File: src/include/hv_io_pkg.sv
// constants for the high-voltage configuration and status register bank
package hv_io_pkg;

  localparam int unsigned CLK_PERIOD_NS = 10;

  // indirect command codes written to the command port
  localparam logic [7:0] CMD_RD_CFG0 = 8'h00;
  localparam logic [7:0] CMD_WR_CFG0 = 8'h01;
  localparam logic [7:0] CMD_RD_CFG1 = 8'h02;
  localparam logic [7:0] CMD_WR_CFG1 = 8'h03;
  localparam logic [7:0] CMD_RD_STA = 8'h04;
  localparam logic [7:0] CMD_RD_MON = 8'h05;

  // reset values
  localparam logic [7:0] CFG0_RESET = 8'h00;
  localparam logic [7:0] CFG1_RESET = 8'h00;
  localparam logic [7:0] STA_RESET = 8'h00;
  localparam logic [7:0] DATA_RESET = 8'h00;

  // hv_config_one fields
  localparam int unsigned CFG1_ATTEN_EN = 7;
  localparam int unsigned CFG1_TEMP_MON = 6;
  localparam int unsigned CFG1_VCH_SHORT = 5;
  localparam int unsigned CFG1_WAKE_RDBK = 4;
  localparam int unsigned CFG1_IO_REARM = 3;
  localparam int unsigned CFG1_LIN_PASSIVE = 2;
  localparam int unsigned CFG1_TMO_OFF = 1;
  localparam int unsigned CFG1_WAKE_PULLUP = 0;

  // hv_config_zero fields used here
  localparam int unsigned CFG0_WAKE_ASSERT = 4;
  localparam int unsigned CFG0_PSM_EN = 3;

  // hv_live_monitor fields
  localparam int unsigned MON_WAKE_LEVEL = 7;
  localparam int unsigned MON_OVERTEMP = 6;
  localparam int unsigned MON_BUF_EN = 4;
  localparam int unsigned MON_LOWV = 3;
  localparam int unsigned MON_LIN_SC = 2;
  localparam int unsigned MON_WAKE_SC = 0;

  // hv_irq_status fields
  localparam int unsigned STA_PSM = 5;
  localparam int unsigned STA_WAKE_REQ = 4;
  localparam int unsigned STA_OVERTEMP = 3;
  localparam int unsigned STA_LIN_SC = 2;
  localparam int unsigned STA_WAKE_SC = 0;

  // persistence and timeout figures
  localparam int unsigned LIN_SC_TIME_NS = 20000;
  localparam int unsigned WAKE_SC_TIME_NS = 400000;
  localparam real WAKE_TMO_TIME_S = 1.3;

  // least times round up, the timeout rounds down
  localparam int unsigned LIN_SC_CYCLES = (LIN_SC_TIME_NS + CLK_PERIOD_NS - 1) / CLK_PERIOD_NS;
  localparam int unsigned WAKE_SC_CYCLES = (WAKE_SC_TIME_NS + CLK_PERIOD_NS - 1) / CLK_PERIOD_NS;
  localparam int unsigned WAKE_TMO_CYCLES = int'($floor(WAKE_TMO_TIME_S * 1.0e9 / CLK_PERIOD_NS + 0.001));

endpackage : hv_io_pkg

File: src/include/hv_fault_if.sv
// signals between the register bank and one short-circuit persistence filter
`timescale 1ns/1ps
interface hv_fault_if;
  logic raw;
  logic rearm;
  logic hit;
  modport filt (input raw, input rearm, output hit);
  modport bank (output raw, output rearm, input hit);
endinterface : hv_fault_if

File: src/hdl/hv_fault_filter.sv
// persistence filter: one pulse when a short lasts the full count
`timescale 1ns/1ps
module hv_fault_filter #(
  parameter int unsigned CYCLES = 2000
) (
  input wire logic clk_i,
  input wire logic resetn_i,
  hv_fault_if.filt flt
);

  localparam int unsigned CW = $clog2(CYCLES + 1);
  localparam logic [CW-1:0] CNT_TOP = CW'(CYCLES);
  localparam logic [CW-1:0] CNT_HIT = CW'(CYCLES - 1);

  logic [CW-1:0] cnt_q;

  // counter saturates so a steady short reports once; rearm restarts it
  always_ff @(posedge clk_i) begin
    if (!resetn_i) begin
      cnt_q <= '0;
    end else if (!flt.raw || flt.rearm) begin
      cnt_q <= '0;
    end else if (cnt_q != CNT_TOP) begin
      cnt_q <= cnt_q + 1'b1;
    end
  end

  assign flt.hit = flt.raw && !flt.rearm && (cnt_q == CNT_HIT);

endmodule : hv_fault_filter

File: src/hdl/hv_io_config_status.sv
// high-voltage configuration registers, live monitor and interrupt status bank
`timescale 1ns/1ps
module hv_io_config_status
  import hv_io_pkg::*;
#(
  parameter int unsigned LIN_SC_COUNT = LIN_SC_CYCLES,
  parameter int unsigned WAKE_SC_COUNT = WAKE_SC_CYCLES,
  parameter int unsigned WAKE_TMO_COUNT = WAKE_TMO_CYCLES
) (
  input wire logic clk_i,
  input wire logic resetn_i,
  input wire logic cmd_wr_i,
  input wire logic [7:0] cmd_i,
  input wire logic data_wr_i,
  input wire logic [7:0] data_i,
  output logic [7:0] data_o,
  output logic hv_irq_o,
  input wire logic lin_short_i,
  input wire logic wake_short_i,
  input wire logic thermal_i,
  input wire logic psm_low_i,
  input wire logic wake_level_i,
  input wire logic buf_en_i,
  input wire logic lowv_flag_i,
  output logic atten_en_o,
  output logic temp_mon_en_o,
  output logic temp_to_adc_o,
  output logic vch_short_o,
  output logic wake_input_en_o,
  output logic wake_pullup_o,
  output logic lin_enable_o,
  output logic wake_enable_o,
  output logic wake_drive_o,
  output logic [7:0] cfg0_o
);

  localparam int unsigned TW = $clog2(WAKE_TMO_COUNT + 1);
  localparam logic [TW-1:0] TMO_LAST = TW'(WAKE_TMO_COUNT - 1);

  typedef enum logic {
    TMO_IDLE,
    TMO_RUN
  } tmo_state_e;

  logic [7:0] cfg0_q;
  logic [7:0] cfg1_q;
  logic [7:0] sta_q;
  logic [7:0] sta_d;
  logic [7:0] sta_set;
  logic [7:0] mon;
  logic [7:0] mon_prev_q;
  logic [7:0] data_port_q;
  logic lin_sc_q;
  logic lin_off_q;
  logic wake_sc_q;
  logic wake_off_q;
  logic overtemp_q;
  logic wr_cfg0;
  logic wr_cfg1;
  logic rd_sta;
  logic rearm;
  logic hv_event;
  logic tmo_expire;
  logic [TW-1:0] tmo_cnt_q;
  tmo_state_e tmo_state_q;

  hv_fault_if lin_flt ();
  hv_fault_if wake_flt ();

  // command decode; writes take the value already held in the data port
  assign wr_cfg0 = cmd_wr_i && (cmd_i == CMD_WR_CFG0);
  assign wr_cfg1 = cmd_wr_i && (cmd_i == CMD_WR_CFG1);
  assign rd_sta = cmd_wr_i && (cmd_i == CMD_RD_STA);

  // pulse, not a level, so a fault after the write is caught again
  assign rearm = wr_cfg1 && data_port_q[CFG1_IO_REARM];

  assign lin_flt.raw = lin_short_i;
  assign lin_flt.rearm = rearm;
  assign wake_flt.raw = wake_short_i;
  assign wake_flt.rearm = rearm;

  hv_fault_filter #(
    .CYCLES(LIN_SC_COUNT)
  ) u_lin_filter (
    .clk_i(clk_i),
    .resetn_i(resetn_i),
    .flt(lin_flt)
  );

  hv_fault_filter #(
    .CYCLES(WAKE_SC_COUNT)
  ) u_wake_filter (
    .clk_i(clk_i),
    .resetn_i(resetn_i),
    .flt(wake_flt)
  );

  // configuration one
  always_ff @(posedge clk_i) begin
    if (!resetn_i) begin
      cfg1_q <= CFG1_RESET;
    end else if (wr_cfg1) begin
      cfg1_q <= data_port_q;
    end
  end

  // configuration zero; the assert bit is also dropped by the timeout
  always_ff @(posedge clk_i) begin
    if (!resetn_i) begin
      cfg0_q <= CFG0_RESET;
    end else if (wr_cfg0) begin
      cfg0_q <= data_port_q;
    end else if (tmo_expire) begin
      cfg0_q[CFG0_WAKE_ASSERT] <= 1'b0;
    end
  end

  // wake assert timeout
  assign tmo_expire = (tmo_state_q == TMO_RUN) && (tmo_cnt_q == TMO_LAST);

  always_ff @(posedge clk_i) begin
    if (!resetn_i) begin
      tmo_state_q <= TMO_IDLE;
      tmo_cnt_q <= '0;
    end else begin
      unique case (tmo_state_q)
        TMO_IDLE: begin
          tmo_cnt_q <= '0;
          if (wr_cfg0 && data_port_q[CFG0_WAKE_ASSERT] && !cfg1_q[CFG1_TMO_OFF]) begin
            tmo_state_q <= TMO_RUN;
          end
        end
        TMO_RUN: begin
          if (cfg1_q[CFG1_TMO_OFF] || tmo_expire) begin
            tmo_state_q <= TMO_IDLE;
            tmo_cnt_q <= '0;
          end else if (wr_cfg0) begin
            // a fresh assert restarts the window, a deassert ends it
            tmo_state_q <= data_port_q[CFG0_WAKE_ASSERT] ? TMO_RUN : TMO_IDLE;
            tmo_cnt_q <= '0;
          end else begin
            tmo_cnt_q <= tmo_cnt_q + 1'b1;
          end
        end
      endcase
    end
  end

  // LIN short flag; the clearing write wins, since the filter masks the hit in that cycle
  always_ff @(posedge clk_i) begin
    if (!resetn_i) begin
      lin_sc_q <= 1'b0;
    end else if (lin_flt.hit) begin
      lin_sc_q <= 1'b1;
    end else if (rearm) begin
      lin_sc_q <= 1'b0;
    end
  end

  // LIN driver disable only in active protection mode
  always_ff @(posedge clk_i) begin
    if (!resetn_i) begin
      lin_off_q <= 1'b0;
    end else if (lin_flt.hit && !cfg1_q[CFG1_LIN_PASSIVE]) begin
      lin_off_q <= 1'b1;
    end else if (rearm) begin
      lin_off_q <= 1'b0;
    end
  end

  // wake short flag
  always_ff @(posedge clk_i) begin
    if (!resetn_i) begin
      wake_sc_q <= 1'b0;
    end else if (wake_flt.hit) begin
      wake_sc_q <= 1'b1;
    end else if (rearm) begin
      wake_sc_q <= 1'b0;
    end
  end

  // wake pin disable after a short or a thermal event
  always_ff @(posedge clk_i) begin
    if (!resetn_i) begin
      wake_off_q <= 1'b0;
    end else if (wake_flt.hit || thermal_i) begin
      wake_off_q <= 1'b1;
    end else if (rearm) begin
      wake_off_q <= 1'b0;
    end
  end

  // over-temperature is held so a brief event is not missed
  always_ff @(posedge clk_i) begin
    if (!resetn_i) begin
      overtemp_q <= 1'b0;
    end else if (thermal_i) begin
      overtemp_q <= 1'b1;
    end else if (rearm) begin
      overtemp_q <= 1'b0;
    end
  end

  // live monitor view
  always_comb begin
    mon = 8'h00;
    mon[MON_WAKE_LEVEL] = cfg1_q[CFG1_WAKE_RDBK] && wake_level_i;
    mon[MON_OVERTEMP] = overtemp_q;
    mon[MON_BUF_EN] = buf_en_i;
    mon[MON_LOWV] = lowv_flag_i;
    mon[MON_LIN_SC] = lin_sc_q;
    mon[MON_WAKE_SC] = wake_sc_q;
  end

  always_ff @(posedge clk_i) begin
    if (!resetn_i) begin
      mon_prev_q <= 8'h00;
    end else begin
      mon_prev_q <= mon;
    end
  end

  // status events: wake edges both ways, fault flags on their rise
  always_comb begin
    sta_set = 8'h00;
    sta_set[STA_WAKE_REQ] = cfg1_q[CFG1_WAKE_RDBK] &&
                            (mon[MON_WAKE_LEVEL] != mon_prev_q[MON_WAKE_LEVEL]);
    sta_set[STA_OVERTEMP] = mon[MON_OVERTEMP] && !mon_prev_q[MON_OVERTEMP];
    sta_set[STA_LIN_SC] = mon[MON_LIN_SC] && !mon_prev_q[MON_LIN_SC];
    sta_set[STA_WAKE_SC] = mon[MON_WAKE_SC] && !mon_prev_q[MON_WAKE_SC];
  end

  // a supply drop raises the interrupt too, so it snapshots like the latched events
  assign hv_event = (|sta_set) || (sta_d[STA_PSM] && !sta_q[STA_PSM]);

  // sticky bits; a set in the clearing cycle survives
  always_comb begin
    sta_d = sta_q;
    if (rearm) begin
      sta_d[STA_OVERTEMP] = 1'b0;
      sta_d[STA_LIN_SC] = 1'b0;
      sta_d[STA_WAKE_SC] = 1'b0;
    end
    if (rd_sta) begin
      sta_d[STA_WAKE_REQ] = 1'b0;
    end
    sta_d = sta_d | sta_set;
    // supply monitor bit is a live level, never latched
    sta_d[STA_PSM] = cfg0_q[CFG0_PSM_EN] && psm_low_i;
    sta_d[7:6] = 2'b00;
    sta_d[1] = 1'b0;
  end

  always_ff @(posedge clk_i) begin
    if (!resetn_i) begin
      sta_q <= STA_RESET;
    end else begin
      sta_q <= sta_d;
    end
  end

  // data port: interrupt snapshot beats a read in the same cycle
  always_ff @(posedge clk_i) begin
    if (!resetn_i) begin
      data_port_q <= DATA_RESET;
    end else if (hv_event) begin
      data_port_q <= sta_d;
    end else if (cmd_wr_i) begin
      unique case (cmd_i)
        CMD_RD_CFG0: data_port_q <= cfg0_q;
        CMD_RD_CFG1: data_port_q <= cfg1_q;
        CMD_RD_STA: data_port_q <= sta_q;
        CMD_RD_MON: data_port_q <= mon;
        default: data_port_q <= data_port_q;
      endcase
    end else if (data_wr_i) begin
      data_port_q <= data_i;
    end
  end

  assign data_o = data_port_q;
  assign hv_irq_o = |sta_q;

  // analog controls straight from configuration flops; the enables come from the fault disable flops
  assign atten_en_o = cfg1_q[CFG1_ATTEN_EN];
  assign temp_mon_en_o = cfg1_q[CFG1_TEMP_MON];
  assign temp_to_adc_o = cfg1_q[CFG1_TEMP_MON];
  assign vch_short_o = cfg1_q[CFG1_VCH_SHORT];
  assign wake_input_en_o = cfg1_q[CFG1_WAKE_RDBK];
  assign wake_pullup_o = cfg1_q[CFG1_WAKE_PULLUP];
  assign lin_enable_o = !lin_off_q;
  assign wake_enable_o = !wake_off_q;
  assign wake_drive_o = cfg0_q[CFG0_WAKE_ASSERT] && !wake_off_q;
  assign cfg0_o = cfg0_q;

endmodule : hv_io_config_status

File: config.mk
export PLATFORM = sky130hd
export DESIGN_NAME = hv_io_config_status
export DESIGN_NICKNAME = d
export VERILOG_FILES = /design/src/include/hv_io_pkg.sv /design/src/include/hv_fault_if.sv /design/src/hdl/hv_fault_filter.sv /design/src/hdl/hv_io_config_status.sv
export SDC_FILE = /design/constraint.sdc
export NUM_CORES = 1
export LEC_CHECK = 0
export BUFFER_PORTS_ARGS = -buffer_cell sky130_fd_sc_hd__buf_4
export CAP_MARGIN = 20
export CORE_MARGIN = 1
export CORE_UTILIZATION = 53
export CTS_BUF_LIST = sky130_fd_sc_hd__clkbuf_16
export DETAILED_ROUTE_END_ITERATION = 7
export PLACE_DENSITY = 0.86
export SLEW_MARGIN = 20
export SYNTH_ARGS = -nofsm -noshare
export SYNTH_HDL_FRONTEND = slang
export SYNTH_HIERARCHICAL = 1
export SYNTH_SLANG_ARGS = --single-unit
File: constraint.sdc
create_clock -name clk_i -period 2.4 [get_ports clk_i]
set_input_delay 0.48 -clock clk_i [delete_from_list [all_inputs] [get_ports clk_i]]
set_output_delay 0.48 -clock clk_i [all_outputs]
set_load 0.05 [all_outputs]
Word-level counts from Yosys, hierarchy flattened:

Cells that the tools add are included.

* register bits after elaboration: 95
* input port bits: 27
* output and inout port bits: 26
* word-level logic and storage cells: 110

* add/subtract/negate cells: 3
* equality and inequality tests: 13
* mux-type cells: 23
* bitwise operators: 3
* reduce and logical (&&, ||, !) cells: 52

Operators by type and width (count)
* 27-bit two-way mux: 2
* 27-bit case mux with 2 select lines: 1
* 8-bit case mux with 4 select lines: 1
* 27-bit by 1-bit adder with 27-bit output, second input constant: 1
* 27-bit equality test, second input constant: 1
* 1-bit logical AND: 20
* 16-bit by 1-bit adder with 16-bit output, second input constant: 1
* 16-bit equality test, second input constant: 1
* 8-bit by 2-bit equality test with 1-bit output, second input constant: 2
* 8-bit by 3-bit equality test with 1-bit output, second input constant: 2
* 8-bit two-way mux: 2
* 16-bit != test, second input constant: 1
* 1-bit two-way mux: 14
* 2-bit nonzero test: 7
* 11-bit by 1-bit adder with 11-bit output, second input constant: 1
* 11-bit equality test, second input constant: 1
* 1-bit logical NOT: 11
* 11-bit != test, second input constant: 1
* 8-bit by 1-bit equality test with 1-bit output, second input constant: 1
* 8-bit logical NOT: 1
* 8-bit OR reduction: 1
* 6-bit two-way mux: 1
* 6-bit by 1-bit != test with 1-bit output, second input constant: 1
* 2-bit OR reduction: 3
* other kinds (10): 16

Logic depth before layout (Yosys ltp):

* depth in word-level cells: 8
* depth in mapped cells: 12
* mapped depth without buffers: 9

Cells and area by module:

Netlist, hierarchy kept.

Modules (own cells, without submodules)
* hv_io_config_status: times used 1, cells an instance 359, area each 3174.3 um2, sequential area each 1321.3 um2
* hv_fault_filter (u_wake_filter): times used 1, cells an instance 101, area each 872.1 um2, sequential area each 320.3 um2
* hv_fault_filter (u_lin_filter): times used 1, cells an instance 65, area each 559.3 um2, sequential area each 220.2 um2

Worst setup path after synthesis:

OpenSTA, ideal clock, no wires.

* kind: input -> register
* start: input port cmd_i[3]
* end: register u_wake_filter.cnt_q[0]
* setup time: 0.129 ns
* arrival: 2.409 ns
* data required time: 2.271 ns
* slack: -0.138 ns
* cell stages on the path: 9
* buffers on the path: 3
* cell sequence: or4_4 -> buf_6 -> or4_4 -> buf_6 -> inv_1 -> and3b_1 -> clkbuf_1 -> nand2_1 -> mux2i_1

* longest elaborated chain between the ends: 5

Ends and longest elaborated chain
* from (decl): line hv_io_config_status.sv:13 `input wire logic [7:0] cmd_i,`
* 8-bit by 2-bit equality test with 1-bit output: line hv_io_config_status.sv:72 `assign wr_cfg1 = cmd_wr_i && (cmd_i == CMD_WR_CFG1);`
* 1-bit logical AND: line hv_io_config_status.sv:72
* 1-bit logical AND: line hv_io_config_status.sv:76 `assign rearm = wr_cfg1 && data_port_q[CFG1_IO_REARM];`
* net lin_flt.rearm: line hv_fault_if.sv:5 `logic rearm;`
* 1-bit logical OR: line hv_fault_filter.sv:21 `end else if (!flt.raw || flt.rearm) begin`
* 2-bit OR reduction (no source line)
* to (signal assigned): line hv_fault_filter.sv:24 `cnt_q <= cnt_q + 1'b1;`
* to (decl): line hv_fault_filter.sv:15 `logic [CW-1:0] cnt_q;`

The timed path passes the listed nets, and every way through them passes these cells.
A chain may end at the register's enable or synchronous reset.

Final worst setup path:

* start: input port cmd_i[3]
* end: register data_port_q[2] (netlist: data_o[2])

* longest elaborated chain between the ends: 6
* elaborated cells on any way between the ends: 14
* those cells by class: eq/ne: 5; mux: 4; bitwise: 1; reduce/logical: 4

Ends and longest elaborated chain
* 8-bit by 2-bit equality test with 1-bit output: line hv_io_config_status.sv:72
* 1-bit logical AND: line hv_io_config_status.sv:72
* 1-bit logical AND: line hv_io_config_status.sv:76
* 2-bit two-way mux: line hv_io_config_status.sv:240 `if (rearm) begin`
* 5-bit bitwise OR: line hv_io_config_status.sv:248 `sta_d = sta_d | sta_set;`
* 6-bit two-way mux: line hv_io_config_status.sv:267 `end else if (hv_event) begin`
* to (signal assigned): line hv_io_config_status.sv:268 `data_port_q <= sta_d;`
* to (signal assigned): line hv_io_config_status.sv:271 `CMD_RD_CFG0: data_port_q <= cfg0_q;`
* to (signal assigned): line hv_io_config_status.sv:272 `CMD_RD_CFG1: data_port_q <= cfg1_q;`
* to (decl): line hv_io_config_status.sv:52 `logic [7:0] data_port_q;`

Parallel ways exist; a longest one is shown, timed or not.

==> impl_metrics.ini <==
[synth]
post-synth-top-area-cell = dfxtp_1
avgSynthCellArea_um2 = 8.77
syn_inst = 525
synth_edf_count = 0
synth.area.mux_share_pct = 6.11
synth-compound-area-share_pct = 12.0
synth_top_family_by_area = simple AND/OR/NAND/NOR gates
yosys.cell_types.count = 70
ys.flop_type = dfxtp_1
synth_nets = 557
netlist_area_um2 = 4610
ys_top_cells_by_area = dfxtp_1, mux2i_1, nor2b_1, nand2_1, xor2_1
yosys.area.top_type_share_pct = 40.4
synth-seq-area-share_pct = 40.4
synthAdderAreaFrac_pct = 1.36
ys_warn_count = 6
yosys.area_share.simple_pct = 30.5
ys_ff_latch = 93
synth-async-reset-ratio_pct = 0
synth_xor_xnor_area_share_pct = 5.32

[global_route]
grt_antenna_before_repair = 0
grt_pass1_wl_um = 18600
grt_use_total_pct = 25.9
grt_pass1_vias = 3992
grt_start_max_net_pins = 42
overflow = 0

[finish]
post-route-util_pct = 66.4
diodes = 0
area_growth_pct = 19.7
nets = 621
layout_commonest_cell = dfxtp_1
drive_above_1_share_pct = 18.0
final_cell_mix = dfxtp_1, buf_4, nand2_1
fillers = 688

[place]
post-place-ws_ps = -69.3
port-buffer-count = 52
routabilityCongestion = 0.879
dpl.hpwl_um = 8010

[floorplan]
rows = 33
die-width_um = 95.2
coreArea_um2 = 8300
initial_core_util_pct = 55.5
ios = 53
die_area_um2 = 9070
die_h_um = 95.2

[worst_setup_path]
required_ps = 2620
critPathKind = in -> reg
r2r_cells = 6
timing.critical_path.mode_cell = buf_4
r2r_start = tmo_cnt_q[14]$_SDFF_PP0_
cpLargestDelayFamily = simple AND/OR/NAND/NOR gates
critPathSlowestCell = or4_4
crit_arrival_ps = 2360
r2r_slack_ps = 310
path_buf_inv = 2
r2r-end = tmo_cnt_q[7]$_SDFF_PP0_
cp_cell_sequence = buf_4 > or4_4 > buf_4 > nor4_4 > nor2_1 > and2_1 > o311a_1
crit_fanout = 8
startpoint_type = input pin
max_stage_delay_ps = 580
cp-end-kind = register

[drt]
vias = 4149
final_antenna_net_count = 0
routed_wl_um = 11300
drt-vias-per-instance = 5.94
drt_iter0_drc = 213
firstDrtPassIters = 5
routedWlPerCell_um = 16.1
drc = 0

[clocking]
cts_root_buf = clkbuf_16
numCtsBuffers = 9
htree_levels = 3
clockBufferDepth = 2
post_cts_buffers = 0
clk_latency_ps = 340
tritoncts = built
cts_resized = 0
hold_buffers = 0
cts.clk_slew.worst_paths_ps = 70
cts_num_sinks = 93

[hold_path]
min_from = psm_low_i
hold_depth = 2
whs_endpoint = sta_q[5]$_SDFF_PN0_
hold_class = in -> reg

[timing]
setup_ws_ps = 260
slew_headroom_pct = 56.9
timing.fmax_ghz = 0.467
timing.final.crit_share_pct = 89.2
tightest_slew_ps = 646
setup_viol = 0
drv_slew = 0
hold_violations = 0
finalClockSkew_ps = 8.78
rsz0062_at_grt = no
fin_crit_ps = 2140
holdWs_ps = 386

[power]
p_clk_share_pct = 45.8
seqPwrFrac_pct = 47.4
vdd_drop_max_mv = 0.435
powerDensity_nw_per_um2 = 604
finalPower_mw = 3.33
swShare_pct = 22.8
p_leak_nw = 2.01
power_switching_mw = 0.759
comb_power_share_pct = 6.8
internal_power_mw = 2.57

[flow_run]
max_cap_violations = 0

[run_status]
status = finished clean
-- how the worst max path moves through the flow --
| stage | start | endpoint | slack [ps] | depth (start not counted) |
|---|---|---|---|---|
| 2_1_floorplan | cmd_i[3] | u_wake_filter/cnt_q[0]$_SDFFE_PP0P_ | 20 | 9 |
| 3_3_place_gp | cmd_i[3] | data_o[1]$_SDFFE_PP0P_ | -20 | 7 |
| 3_5_place_dp | cmd_i[3] | data_o[2]$_SDFFE_PN0P_ | -70 | 7 |
| 4_1_cts | cmd_i[3] | data_o[2]$_SDFFE_PN0P_ | 270 | 7 |
| 5_1_grt | cmd_i[3] | data_o[1]$_SDFFE_PP0P_ | 190 | 7 |
| 6_report | cmd_i[3] | data_o[2]$_SDFFE_PN0P_ | 260 | 7 |
-- registers in the layout, indices dropped and copies added, names as in the netlist --
register             flops
cfg0_o                   8
cfg1_q                   8
data_o                   8
lin_off_q                1
lin_sc_q                 1
mon_prev_q               4
overtemp_q               1
sta_q                    5
tmo_cnt_q               27
tmo_state_q              1
u_lin_filter/cnt_q      11
u_wake_filter/cnt_q     16
wake_off_q               1
wake_sc_q                1
-- kinds of logic (layout without fill, tap and decap cells) --
kind of cell             after synthesis  after routing
buffers and inverters                 42            111
adder cells (fa/ha/maj)                5              5
flip-flops                            93             93
AND/OR/NAND/NOR                      247            247
multiplexers                          28             28
XOR/XNOR                              28             28
AO/OA/AOI/OAI                         82             82
-- power groups by stage --
| stage | clock network (mW) | registers (mW) | logic [mW] |
|---|---|---|---|
| 6_report | 1.52 | 1.58 | 0.225 |
| 5_1_grt | 1.61 | 1.58 | 0.241 |
| 4_1_cts | 1.54 | 1.58 | 0.223 |
| 3_5_place_dp | 0 | 1.61 | 0.221 |
| 3_3_place_gp | 0 | 1.61 | 0.217 |
| 2_1_floorplan | 0 | 1.63 | 0.111 |
-- Yosys cell counts (6+ instances only) --
library cell / count
inv_1: 22
dfxtp_1: 93
nand2_1: 47
nand2b_1: 11
nor4_1: 8
clkbuf_1: 10
xor2_1: 20
nor2_1: 46
o31ai_1: 9
o21ai_0: 7
or3_1: 6
nor2b_1: 29
xnor2_1: 8
nand4_1: 14
a21oi_1: 28
nor3_1: 9
and2_1: 8
or4_1: 7
nand3_1: 23
mux2i_1: 27
-- cell type report --
cell class	count	area [um2]	share of cell area, %
repair buffers	73	561	10.2
inverters	22	85.1	1.54
flip-flops and latches	93	1860	33.8
clock buffers	9	225	4.09
clock inverters	7	96.3	1.75
well taps	105	131	2.38
multi-input cells	390	2550	46.3
-- metrics by stage --
| stage | setup TNS [ps] | instances | cell area, um2 |
|---|---|---|---|
| 4_1_cts | 0 | 699 | 5510 |
| 6_report | 0 | 699 | 5510 |
| 3_5_place_dp | -559 | 683 | 5190 |
| 5_1_grt | 0 | 699 | 5510 |
| 3_3_place_gp | -51.2 | 683 | 5190 |
| 2_1_floorplan | 0 | 525 | 4620 |
-- per-layer routing --
metal | global-route usage, % | part of all wire [%] | vias to the layer above
met5 | 0 | 0 | -
met4 | 10.1 | 2.1 | 0
met3 | 4.31 | 3.5 | 22
met2 | 44.6 | 51 | 110
met1 | 32.2 | 43 | 2000
li1 | - | - | 2017
No activity file was read; power rests on OpenSTA's default activity.
